`src/logic/dpw_map.vh`:
```
`ifndef DPW_MAP_VH
`define DPW_MAP_VH
`define DPW_ADDR_UPPER      5'h0B
`define DPW_MIDSCALE        8'h80
`define DPW_INSTR_CHAN_BIT  7
`define DPW_INSTR_RST_BIT   6
`define DPW_INSTR_SD_BIT    5
`define DPW_INSTR_OUT2_BIT  4
`define DPW_INSTR_OUT1_BIT  3
`define DPW_TAPS            256
`endif

```
`src/logic/dpw_sync2.v`:
```
`timescale 1ns/1ps
module dpw_sync2 (
    input  wire clk_sys_in,
    input  wire nrst_in,
    input  wire async_in,
    output wire sync_out
);
    reg meta_q;
    reg sync_q;
    always @(posedge clk_sys_in) begin
        if (!nrst_in) begin
            meta_q <= 1'b1;
            sync_q <= 1'b1;
        end else begin
            meta_q <= async_in;
            sync_q <= meta_q;
        end
    end
    assign sync_out = sync_q;
endmodule

```
`src/logic/dpw_tap_channel.v`:
```
`timescale 1ns/1ps
`include "dpw_map.vh"
module dpw_tap_channel (
    input  wire         clk_sys_in,
    input  wire         nrst_in,
    input  wire         load_in,
    input  wire [7:0]   code_in,
    input  wire         shutdown_in,
    output wire [7:0]   code_out,
    output reg  [255:0] tap_sel_out,
    output reg          top_switch_out
);
    reg [7:0] code_q;
    always @(posedge clk_sys_in) begin
        if (!nrst_in) begin
            code_q <= `DPW_MIDSCALE;
        end else if (load_in) begin
            code_q <= code_in;
        end
    end
    assign code_out = code_q;
    // Bit 0 is the bottom end; the top segment has no tap, so 255 stops one below
    always @(posedge clk_sys_in) begin
        if (!nrst_in) begin
            tap_sel_out    <= 256'h0;
            top_switch_out <= 1'b0;
        end else begin
            // shutdown shorts to bottom, code kept
            tap_sel_out    <= shutdown_in ? 256'h1 : (256'h1 << code_q);
            top_switch_out <= ~shutdown_in;
        end
    end
endmodule

```
`src/logic/dpw_wiper_ctrl.v`:
```
`timescale 1ns/1ps
`include "dpw_map.vh"
module dpw_wiper_ctrl (
    input  wire         clk_sys_in,
    input  wire         nrst_in,
    input  wire         scl_in,
    input  wire         sda_in,
    output reg          sda_oe_n_out,
    output wire         sda_out,
    input  wire         address_pin_low_in,
    input  wire         address_pin_high_in,
    input  wire         shutdown_pin_n_in,
    output reg          logic_output_one_out,
    output reg          logic_output_two_out,
    output wire [7:0]   first_channel_code_out,
    output wire [7:0]   second_channel_code_out,
    output wire [255:0] first_channel_taps_out,
    output wire [255:0] second_channel_taps_out,
    output wire         first_channel_top_out,
    output wire         second_channel_top_out
);
    // Bus frame states
    localparam ST_IDLE  = 3'd0;
    localparam ST_ADDR  = 3'd1;
    localparam ST_ACK   = 3'd2;
    localparam ST_INSTR = 3'd3;
    localparam ST_DATA  = 3'd4;
    localparam ST_READ  = 3'd5;
    localparam ST_RACK  = 3'd6;

    wire scl_s;
    wire sda_s;
    wire ad0_s;
    wire ad1_s;
    wire shutdown_pin_n_n_s;

    // Bus lines and straps are async to the system clock
    dpw_sync2 u_sync_scl (
        .clk_sys_in (clk_sys_in),
        .nrst_in    (nrst_in),
        .async_in   (scl_in),
        .sync_out   (scl_s)
    );

    dpw_sync2 u_sync_sda (
        .clk_sys_in (clk_sys_in),
        .nrst_in    (nrst_in),
        .async_in   (sda_in),
        .sync_out   (sda_s)
    );

    dpw_sync2 u_sync_ad0 (
        .clk_sys_in (clk_sys_in),
        .nrst_in    (nrst_in),
        .async_in   (address_pin_low_in),
        .sync_out   (ad0_s)
    );

    dpw_sync2 u_sync_ad1 (
        .clk_sys_in (clk_sys_in),
        .nrst_in    (nrst_in),
        .async_in   (address_pin_high_in),
        .sync_out   (ad1_s)
    );

    dpw_sync2 u_sync_sdn (
        .clk_sys_in (clk_sys_in),
        .nrst_in    (nrst_in),
        .async_in   (shutdown_pin_n_in),
        .sync_out   (shutdown_pin_n_n_s)
    );

    reg        scl_q;
    reg        sda_q;
    reg [2:0]  state_q;
    reg [2:0]  bit_cnt_q;
    reg [7:0]  shift_q;
    reg        ack_next_q;     // Ack owed in the coming ninth pulse
    reg        is_read_q;
    reg        chan_q;
    reg        instr_done_q;
    // Shutdown bits stay until a new instruction to that channel
    reg        sd_one_q;
    reg        sd_two_q;
    reg [7:0]  tx_q;
    reg        load_one_q;
    reg        load_two_q;
    reg [7:0]  load_code_q;

    // Limitation: SCL high and low must each last four system clocks
    wire scl_rise = scl_s & ~scl_q;
    wire scl_fall = ~scl_s & scl_q;
    // Equal sync delay on both lines keeps their order
    // start and stop detection
    wire start_ev = scl_s & scl_q & sda_q & ~sda_s;
    wire stop_ev  = scl_s & scl_q & ~sda_q & sda_s;
    wire [7:0] rx_byte = {shift_q[6:0], sda_s};
    wire [7:0] code_one;
    wire [7:0] code_two;

    // Open drain: only the enable moves
    assign sda_out = 1'b0;

    // Idle-high reset, so no false edge after reset
    always @(posedge clk_sys_in) begin
        if (!nrst_in) begin
            scl_q <= 1'b1;
            sda_q <= 1'b1;
        end else begin
            scl_q <= scl_s;
            sda_q <= sda_s;
        end
    end

    always @(posedge clk_sys_in) begin
        if (!nrst_in) begin
            state_q              <= ST_IDLE;
            bit_cnt_q            <= 3'd0;
            shift_q              <= 8'h00;
            ack_next_q           <= 1'b0;
            is_read_q            <= 1'b0;
            chan_q               <= 1'b0;
            instr_done_q         <= 1'b0;
            sd_one_q             <= 1'b0;
            sd_two_q             <= 1'b0;
            tx_q                 <= 8'h00;
            sda_oe_n_out         <= 1'b1;
            load_one_q           <= 1'b0;
            load_two_q           <= 1'b0;
            load_code_q          <= 8'h00;
            logic_output_one_out <= 1'b0;
            logic_output_two_out <= 1'b0;
        end else begin
            // Load strobes last one cycle
            load_one_q <= 1'b0;
            load_two_q <= 1'b0;
            if (start_ev) begin
                state_q      <= ST_ADDR;
                bit_cnt_q    <= 3'd0;
                sda_oe_n_out <= 1'b1;
            end else if (stop_ev) begin
                state_q      <= ST_IDLE;
                sda_oe_n_out <= 1'b1;
            end else begin
                case (state_q)
                ST_ADDR, ST_INSTR, ST_DATA: begin
                    // MSB first, eight bits then ack
                    if (scl_rise) begin
                        shift_q   <= rx_byte;
                        bit_cnt_q <= bit_cnt_q + 3'd1;
                        if (bit_cnt_q == 3'd7) begin
                            ack_next_q <= 1'b1;
                            if (state_q == ST_ADDR) begin
                                if (rx_byte[7:1] != {`DPW_ADDR_UPPER, ad1_s, ad0_s}) begin
                                    ack_next_q <= 1'b0;
                                end
                                is_read_q    <= rx_byte[0];
                                instr_done_q <= 1'b0;
                                // Captured now, so a later load cannot tear it
                                tx_q         <= chan_q ? code_two : code_one;
                            end else if (state_q == ST_INSTR) begin
                                chan_q <= rx_byte[`DPW_INSTR_CHAN_BIT];
                                logic_output_two_out <= rx_byte[`DPW_INSTR_OUT2_BIT];
                                logic_output_one_out <= rx_byte[`DPW_INSTR_OUT1_BIT];
                                if (rx_byte[`DPW_INSTR_CHAN_BIT]) begin
                                    sd_two_q <= rx_byte[`DPW_INSTR_SD_BIT];
                                end else begin
                                    sd_one_q <= rx_byte[`DPW_INSTR_SD_BIT];
                                end
                                if (rx_byte[`DPW_INSTR_RST_BIT]) begin
                                    load_code_q <= `DPW_MIDSCALE;
                                    load_one_q  <= ~rx_byte[`DPW_INSTR_CHAN_BIT];
                                    load_two_q  <= rx_byte[`DPW_INSTR_CHAN_BIT];
                                end
                                instr_done_q <= 1'b1;
                            end else begin
                                load_code_q <= rx_byte;
                                load_one_q  <= ~chan_q;
                                load_two_q  <= chan_q;
                            end
                            state_q <= ST_ACK;
                        end
                    end
                end
                ST_ACK: begin
                    // drive ack through ninth pulse, change on low
                    if (scl_fall && sda_oe_n_out && ack_next_q) begin
                        sda_oe_n_out <= 1'b0;
                    end else if (scl_fall && !sda_oe_n_out) begin
                        bit_cnt_q <= 3'd0;
                        if (is_read_q) begin
                            // first read bit right after ack
                            sda_oe_n_out <= tx_q[7];
                            tx_q         <= {tx_q[6:0], 1'b0};
                            state_q      <= ST_READ;
                        end else begin
                            sda_oe_n_out <= 1'b1;
                            state_q      <= instr_done_q ? ST_DATA : ST_INSTR;
                        end
                    end else if (scl_fall && !ack_next_q) begin
                        state_q <= ST_IDLE;
                    end
                end
                ST_READ: begin
                    if (scl_fall) begin
                        bit_cnt_q <= bit_cnt_q + 3'd1;
                        if (bit_cnt_q == 3'd7) begin
                            sda_oe_n_out <= 1'b1;
                            state_q      <= ST_RACK;
                        end else begin
                            sda_oe_n_out <= tx_q[7];
                            tx_q         <= {tx_q[6:0], 1'b0};
                        end
                    end
                end
                ST_RACK: begin
                    // Master ack repeats the read, nack ends it
                    if (scl_rise) begin
                        ack_next_q <= ~sda_s;
                        tx_q       <= chan_q ? code_two : code_one;
                    end else if (scl_fall) begin
                        if (ack_next_q) begin
                            bit_cnt_q    <= 3'd0;
                            sda_oe_n_out <= tx_q[7];
                            tx_q         <= {tx_q[6:0], 1'b0};
                            state_q      <= ST_READ;
                        end else begin
                            state_q <= ST_IDLE;
                        end
                    end
                end
                default: begin
                    state_q      <= ST_IDLE;
                    sda_oe_n_out <= 1'b1;
                end
                endcase
            end
        end
    end

    // pin low or bit high, code untouched
    dpw_tap_channel u_chan_one (
        .clk_sys_in     (clk_sys_in),
        .nrst_in        (nrst_in),
        .load_in        (load_one_q),
        .code_in        (load_code_q),
        .shutdown_in    (sd_one_q | ~shutdown_pin_n_n_s),
        .code_out       (code_one),
        .tap_sel_out    (first_channel_taps_out),
        .top_switch_out (first_channel_top_out)
    );

    dpw_tap_channel u_chan_two (
        .clk_sys_in     (clk_sys_in),
        .nrst_in        (nrst_in),
        .load_in        (load_two_q),
        .code_in        (load_code_q),
        .shutdown_in    (sd_two_q | ~shutdown_pin_n_n_s),
        .code_out       (code_two),
        .tap_sel_out    (second_channel_taps_out),
        .top_switch_out (second_channel_top_out)
    );

    assign first_channel_code_out  = code_one;
    assign second_channel_code_out = code_two;
endmodule

```
`config.mk`:
```
export PLATFORM = sky130hd
export DESIGN_NAME = dpw_wiper_ctrl
export DESIGN_NICKNAME = d
export VERILOG_FILES = /design/src/logic/dpw_sync2.v /design/src/logic/dpw_tap_channel.v /design/src/logic/dpw_wiper_ctrl.v
export VERILOG_INCLUDE_DIRS = /design/src /design/src/logic
export SDC_FILE = /design/constraint.sdc
export NUM_CORES = 1
export LEC_CHECK = 0
export BUFFER_PORTS_ARGS = -buffer_cell sky130_fd_sc_hd__buf_4
export CAP_MARGIN = 20
export CORE_AREA = 2 2 212 214
export CTS_BUF_LIST = sky130_fd_sc_hd__clkbuf_8
export DETAILED_ROUTE_END_ITERATION = 8
export DIE_AREA = 0 0 214 216
export GPL_TIMING_DRIVEN = 1
export PLACE_DENSITY = 0.65
export SYNTH_ARGS = -nofsm -noshare
export SYNTH_HDL_FRONTEND = slang
export SYNTH_SLANG_ARGS = --single-unit
```
`constraint.sdc`:
```
create_clock -name clk_sys_in -period 2 [get_ports clk_sys_in]
set_input_delay 0.3 -clock clk_sys_in [delete_from_list [all_inputs] [get_ports clk_sys_in]]
set_output_delay 0.3 -clock clk_sys_in [all_outputs]
set_load 0.01 [all_outputs]
```
# After elaboration in Yosys (flattened, before gate mapping)
# Index checks and enable logic that the tools add are counted.
# Widths: inputs -> output; s select.
# classes
n_addsub,1
mul,0
div_mod_pow,0
order_cmp,0
eq_ne,34
n_shift,2
n_mux,61
bitwise_logic,25
reduce_logical,28
# op_table
cell,n
$shl 1x8->256 const A,2
$mux 8,14
$mux 3,19
$pmux 8 s4,1
$reduce_and 8->1,4
$ne 2x2->1 const B,14
$ne 4x4->1 const B,7
$pmux 3 s4,2
$reduce_and 6->1,4
$mux 1,23
$not 1->1,16
$reduce_and 7->1,2
$reduce_and 13->1,1
$eq 3x3->1 const B,4
$ne 3x3->1 const B,4
$reduce_and 9->1,1
$and 1x1->1,7
$ne 7x6->1,1
$reduce_or 7->1,1
$eq 3x2->1 const B,2
$reduce_or 2->1,3
$reduce_or 3->1,2
$ne 5x5->1 const B,1
$logic_and 1x1->1,4
other kinds (9),12
# totals
register_bits,582
latchBits,0
mem_bits_rw,0
mem_bits_ro,0
inputBits,7
output_inout_bits,534
elab_cells,188
n_memories,0

# Longest topological paths before layout
# logic_depth
depth_word,9
mapped_depth,9
depth_no_buf,7

# Modules after synthesis
# Synthesis repeated with hierarchy kept, for this count alone.
# unflattened
cells_unflattened,1597
area_unflattened_um2,16749.8
# by_module_without_submodules
mod,n_inst,cells_each,area_each_um2,seq_area_each_um2
dpw_tap_channel,2,652,7039.3,5305.1
dpw_wiper_ctrl,1,273,2408.6,840.8
dpw_sync2,5,4,52.6,40.0

# Least setup slack after synthesis
# Ideal clock, no wire load.
# synth_path
path_type,register to register
startpoint,register scl_q
endpoint,register sda_oe_n_out
setup_ns,0.120
arrival_ns,1.733
t_required_ns,1.880
path_slack_ns,0.147
stages_incl_launch_ff,9
synth_period_minus_slack_ns,1.853
path_cell_list,dfxtp_1 inv_1 ha_1 clkbuf_1 nand3b_1 a21o_1 a221oi_1 nand3_1 o31a_1
# synth_via
elab_chain_len,5
# synth_rtl
element,line,rtl
start: declaration,dpw_wiper_ctrl.v:73,reg scl_q;
start signal: assignment,dpw_wiper_ctrl.v:110,scl_q <= scl_s;
$and 1x1->1,dpw_wiper_ctrl.v:92,wire scl_fall = ~scl_s & scl_q;
$logic_and 1x1->1 (2 in a row),dpw_wiper_ctrl.v:187,if (scl_fall && sda_oe_n_out && ack_next_q) begin
$ne 3x3->1 (no source line) or $mux 1 (tied branches),-,
$reduce_and 6->1 (no source line) or $pmux 1 s4 (tied branches),-,
end signal: assignment,dpw_wiper_ctrl.v:193,sda_oe_n_out <= tx_q[7];
end signal: assignment,dpw_wiper_ctrl.v:211,sda_oe_n_out <= tx_q[7];
end signal: assignment,dpw_wiper_ctrl.v:224,sda_oe_n_out <= tx_q[7];
end: declaration,dpw_wiper_ctrl.v:8,"output reg sda_oe_n_out,"
# Parallel ways exist; a longest one is shown, timed or not.
# A chain may end at the register's enable or synchronous reset.

# Final worst setup path
# layout_path
startpoint,register scl_q
endpoint,register state_q[0]
# layout_via
elab_chain_len,7
# layout_rtl
element,line,rtl
$and 1x1->1,dpw_wiper_ctrl.v:92,
$logic_and 1x1->1,dpw_wiper_ctrl.v:189,end else if (scl_fall && !sda_oe_n_out) begin
$mux 3,dpw_wiper_ctrl.v:189,
$mux 3,dpw_wiper_ctrl.v:187,
$pmux 3 s4,dpw_wiper_ctrl.v:145,case (state_q)
$mux 1,dpw_wiper_ctrl.v:141,end else if (stop_ev) begin
$mux 1,dpw_wiper_ctrl.v:137,if (start_ev) begin
end signal: assignment,dpw_wiper_ctrl.v:198,state_q <= instr_done_q ? ST_DATA : ST_INSTR;
end: declaration,dpw_wiper_ctrl.v:75,reg [2:0] state_q;
# Parallel ways exist; a longest one is shown, timed or not. The select of a mux whose other input is x is not followed.

==> results.tsv <==
metric	value	unit
synth_edf_count	0	
async_flop_share	0	
cts-buffers-inserted	92	
design_area	23300	µm²
ys_warn_count	0	
firstDrtPassIters	5	
finalCritPeriodShare	0.9599	
cellPowerDensity	965.7	nW/µm²
wire_per_inst	19.18	µm
first_global_vias	12450	
cp-end-kind	flip-flop	
cts_tree	yes	
vias	12908	
post_drt_via_cell_ratio	4.545	
tns	0	ns
drt_wl_total	54460	µm
setup_viol	0	
track_usage	0.2257	
postPlaceCellArea	21240	µm²
fp.dieW	214	µm
post-dp-hpwl	38650	µm
fin_ws	0.08025	ns
p_leak	10.24	nW
outcome	finished clean	
grt_overflow_total	0	
core.rowCount	77	
cp-start-kind	flip-flop	
critical_path_class	flip-flop to flip-flop	
cts_sinks	582	
port_buffers	539	
clock-root-buffer	clkbuf_8	
cp_cell_sequence	inv_1 -> ha_1 -> nand2b_1 -> a21o_1 -> a211o_1 -> a221oi_1 -> a311oi_1	
most-common-layout-cells	599 x buf_4, 580 x dfxtp_1, 564 x nor2_1	
ant_nets	0	
finalClockSkew	0.02094	ns
holdCritPathClass	primary input to flip-flop	
fmax	520.9	MHz
io_pins	541	
slowest_delay	0.36	ns
fp.dieH	216	µm
synthesis.area	16420	µm²
cts_buffer_depth	3	
grt_pass1_wl	78850	µm
layout.nets	2189	
ctsHtreeMaxLevel	3	
antenna_found_initial	0	
grt_max_degree	39	
ys_ff_latch	582	
drtIter0Drc	954	
worstSkewPairLatency	0.66	ns
synth.avg_cell_area	10.48	µm²
num-fill-cells	3848	
n_antenna_cell	0	
yosysUniqueCellTypes	64	
placedCellCount	2668	
rsz0062_at_grt	true	
timing.slew.headroom	0.5818	
cp_data_required_time	2.51	ns
post-route-drc-count	0	
tightest_slew	0.6259	ns
worstPathMaxFanout	8	
worstPathArrival	2.43	ns
initial_core_util	0.3746	
yosys_most_used_dff	dfxtp_1	
ys_seq_area_frac	0.7095	
die_area	46220	µm²
synth_nets	1579	
dp_slack	0.07387	ns
final_common_cell	buf_4	
cp_slowest_cell	a211o_1	
drive_gt1_frac	0.3479	
ir_drop	0.0007513	V
synthCells	1567	
layout.cells.non_filler	2840	
clkTransAtPathRegs	0.06	ns
finalCriticalPeriod	1.920	ns
syn_to_final_growth	41.87	%
finalWeightedCongestion	0.8686	
core	43840	µm²
hold_violations	0	
drv_slew	0	
cap_violations	0	
==> cells in the mapped netlist, drive strengths merged (2+ instances only) <==
cell type  count  area share
o22ai          2     0.00076
a31oi          2     0.00076
clkbuf        50       0.012
and3b          2      0.0011
a221oi         3      0.0016
a311oi         3      0.0016
ha             5      0.0038
inv           13      0.0030
o211ai         4      0.0024
and3           3      0.0014
mux2i         54       0.033
nor4b          2      0.0011
dfxtp        582        0.71
or3            3      0.0018
nor3b          4      0.0032
and2          16      0.0061
o21ai         18      0.0055
o31a           3      0.0016
a21o           4      0.0018
a21oi          8      0.0024
nand2         96       0.026
a211o          2      0.0011
xor2           2      0.0011
a211oi         2     0.00091
nand2b        17      0.0065
buf           40       0.014
nor2b         16      0.0061
nor3           4      0.0018
nor2         568        0.13
nand3         22      0.0091
==> cells by family (layout without fill, tap and decap cells) <==
family                   after synthesis  count (layout)  share of synthesized area
buffers and inverters                103             784                    0.02895
flip-flops                           582             582                     0.7095
other                                  1               1                  0.0002284
adder cells (fa/ha/maj)                5               5                   0.003810
XOR/XNOR                               3               3                   0.001600
multiplexers                          54              54                    0.03292
AO/OA/AOI/OAI                         59              59                    0.02446
AND/OR/NAND/NOR                      760             760                     0.1985
==> per-stage QoR <==
stage | power (mW) | hold slack (ns) | util
after floorplan | 12.14 | 0.3863 | -
after global placement | 12.23 | 0.3895 | 0.4846
after detailed placement | 12.24 | 0.3925 | 0.4846
after CTS | 22.68 | 0.3017 | 0.5309
after global routing | 23.26 | 0.3349 | 0.5314
final | 22.50 | 0.3651 | 0.5314
==> cell type report <==
cell class / instances / area, µm² / area share
inverter: 13 / 48.80 / 0.002095
clock buffer: 115 / 1583 / 0.06794
sequential: 582 / 11650 / 0.5002
tap: 592 / 740.7 / 0.03180
multi-input combinational: 882 / 4309 / 0.1850
clock inverter: 50 / 384.1 / 0.01649
timing repair buffer: 606 / 4577 / 0.1965
==> worst paths after layout <==
| path | startpoint | to | slack [ns] | cells past startpoint |
|---|---|---|---|---|
| worst max register to register | scl_q | state_q[0] | 0.08 | 7 |
| worst min register to register | u_sync_scl.meta_q | u_sync_scl.sync_out | 0.40 | 1 |
| worst min-delay path | scl_in | u_sync_scl.meta_q | 0.37 | 3 |
| worst max-delay path | scl_q | state_q[0] | 0.08 | 7 |
==> where the power goes <==
group / total, mW / leakage (nW) / switching [mW] / internal (mW)
clock: 10.5 / 1.11 / 4.62 / 5.86
combinational: 0.368 / 4.45 / 0.224 / 0.144
sequential: 11.6 / 4.69 / 0.0288 / 11.6
total: 22.5 / 10.2 / 4.87 / 17.6
==> layer usage <==
layer | track usage | up-vias | share of wire
met5 | 0 | - | 0
met4 | 0.08555 | 0 | 0.029
met3 | 0.04863 | 110 | 0.052
met2 | 0.3905 | 443 | 0.50
met1 | 0.2754 | 6231 | 0.42
li1 | - | 6124 | -
==> sequential cells by signal, summed over array words and instances, names as in the netlist, 3 cells and up <==
register and flops:
tx_q 8, shift_q 7, state_q 3, u_chan_one.code_out 8
u_chan_two.tap_sel_out 256, load_code_q 8, bit_cnt_q 3, u_chan_two.code_out 8
u_chan_one.tap_sel_out 256
==> worst max-delay path: cells and delay by family (launching register included) <==
| kind | cells | cell delay [ns] |
|---|---|---|
| adder cells (fa/ha/maj) | 1 | 0.27 |
| buffers and inverters | 1 | 0.05 |
| AO/OA/AOI/OAI | 4 | 0.91 |
| AND/OR/NAND/NOR | 1 | 0.18 |
| flip-flops | 1 | 0.35 |
==> repair_timing <==
action | CTS | global route
buffers inserted | 0 | 1
hold buffers | 6 | 0
hold endpoints to repair | 6 | 0
resized for setup | 0 | 7
endpoints found under the setup margin | 0 | 15
(Power assumes the default switching activity.)
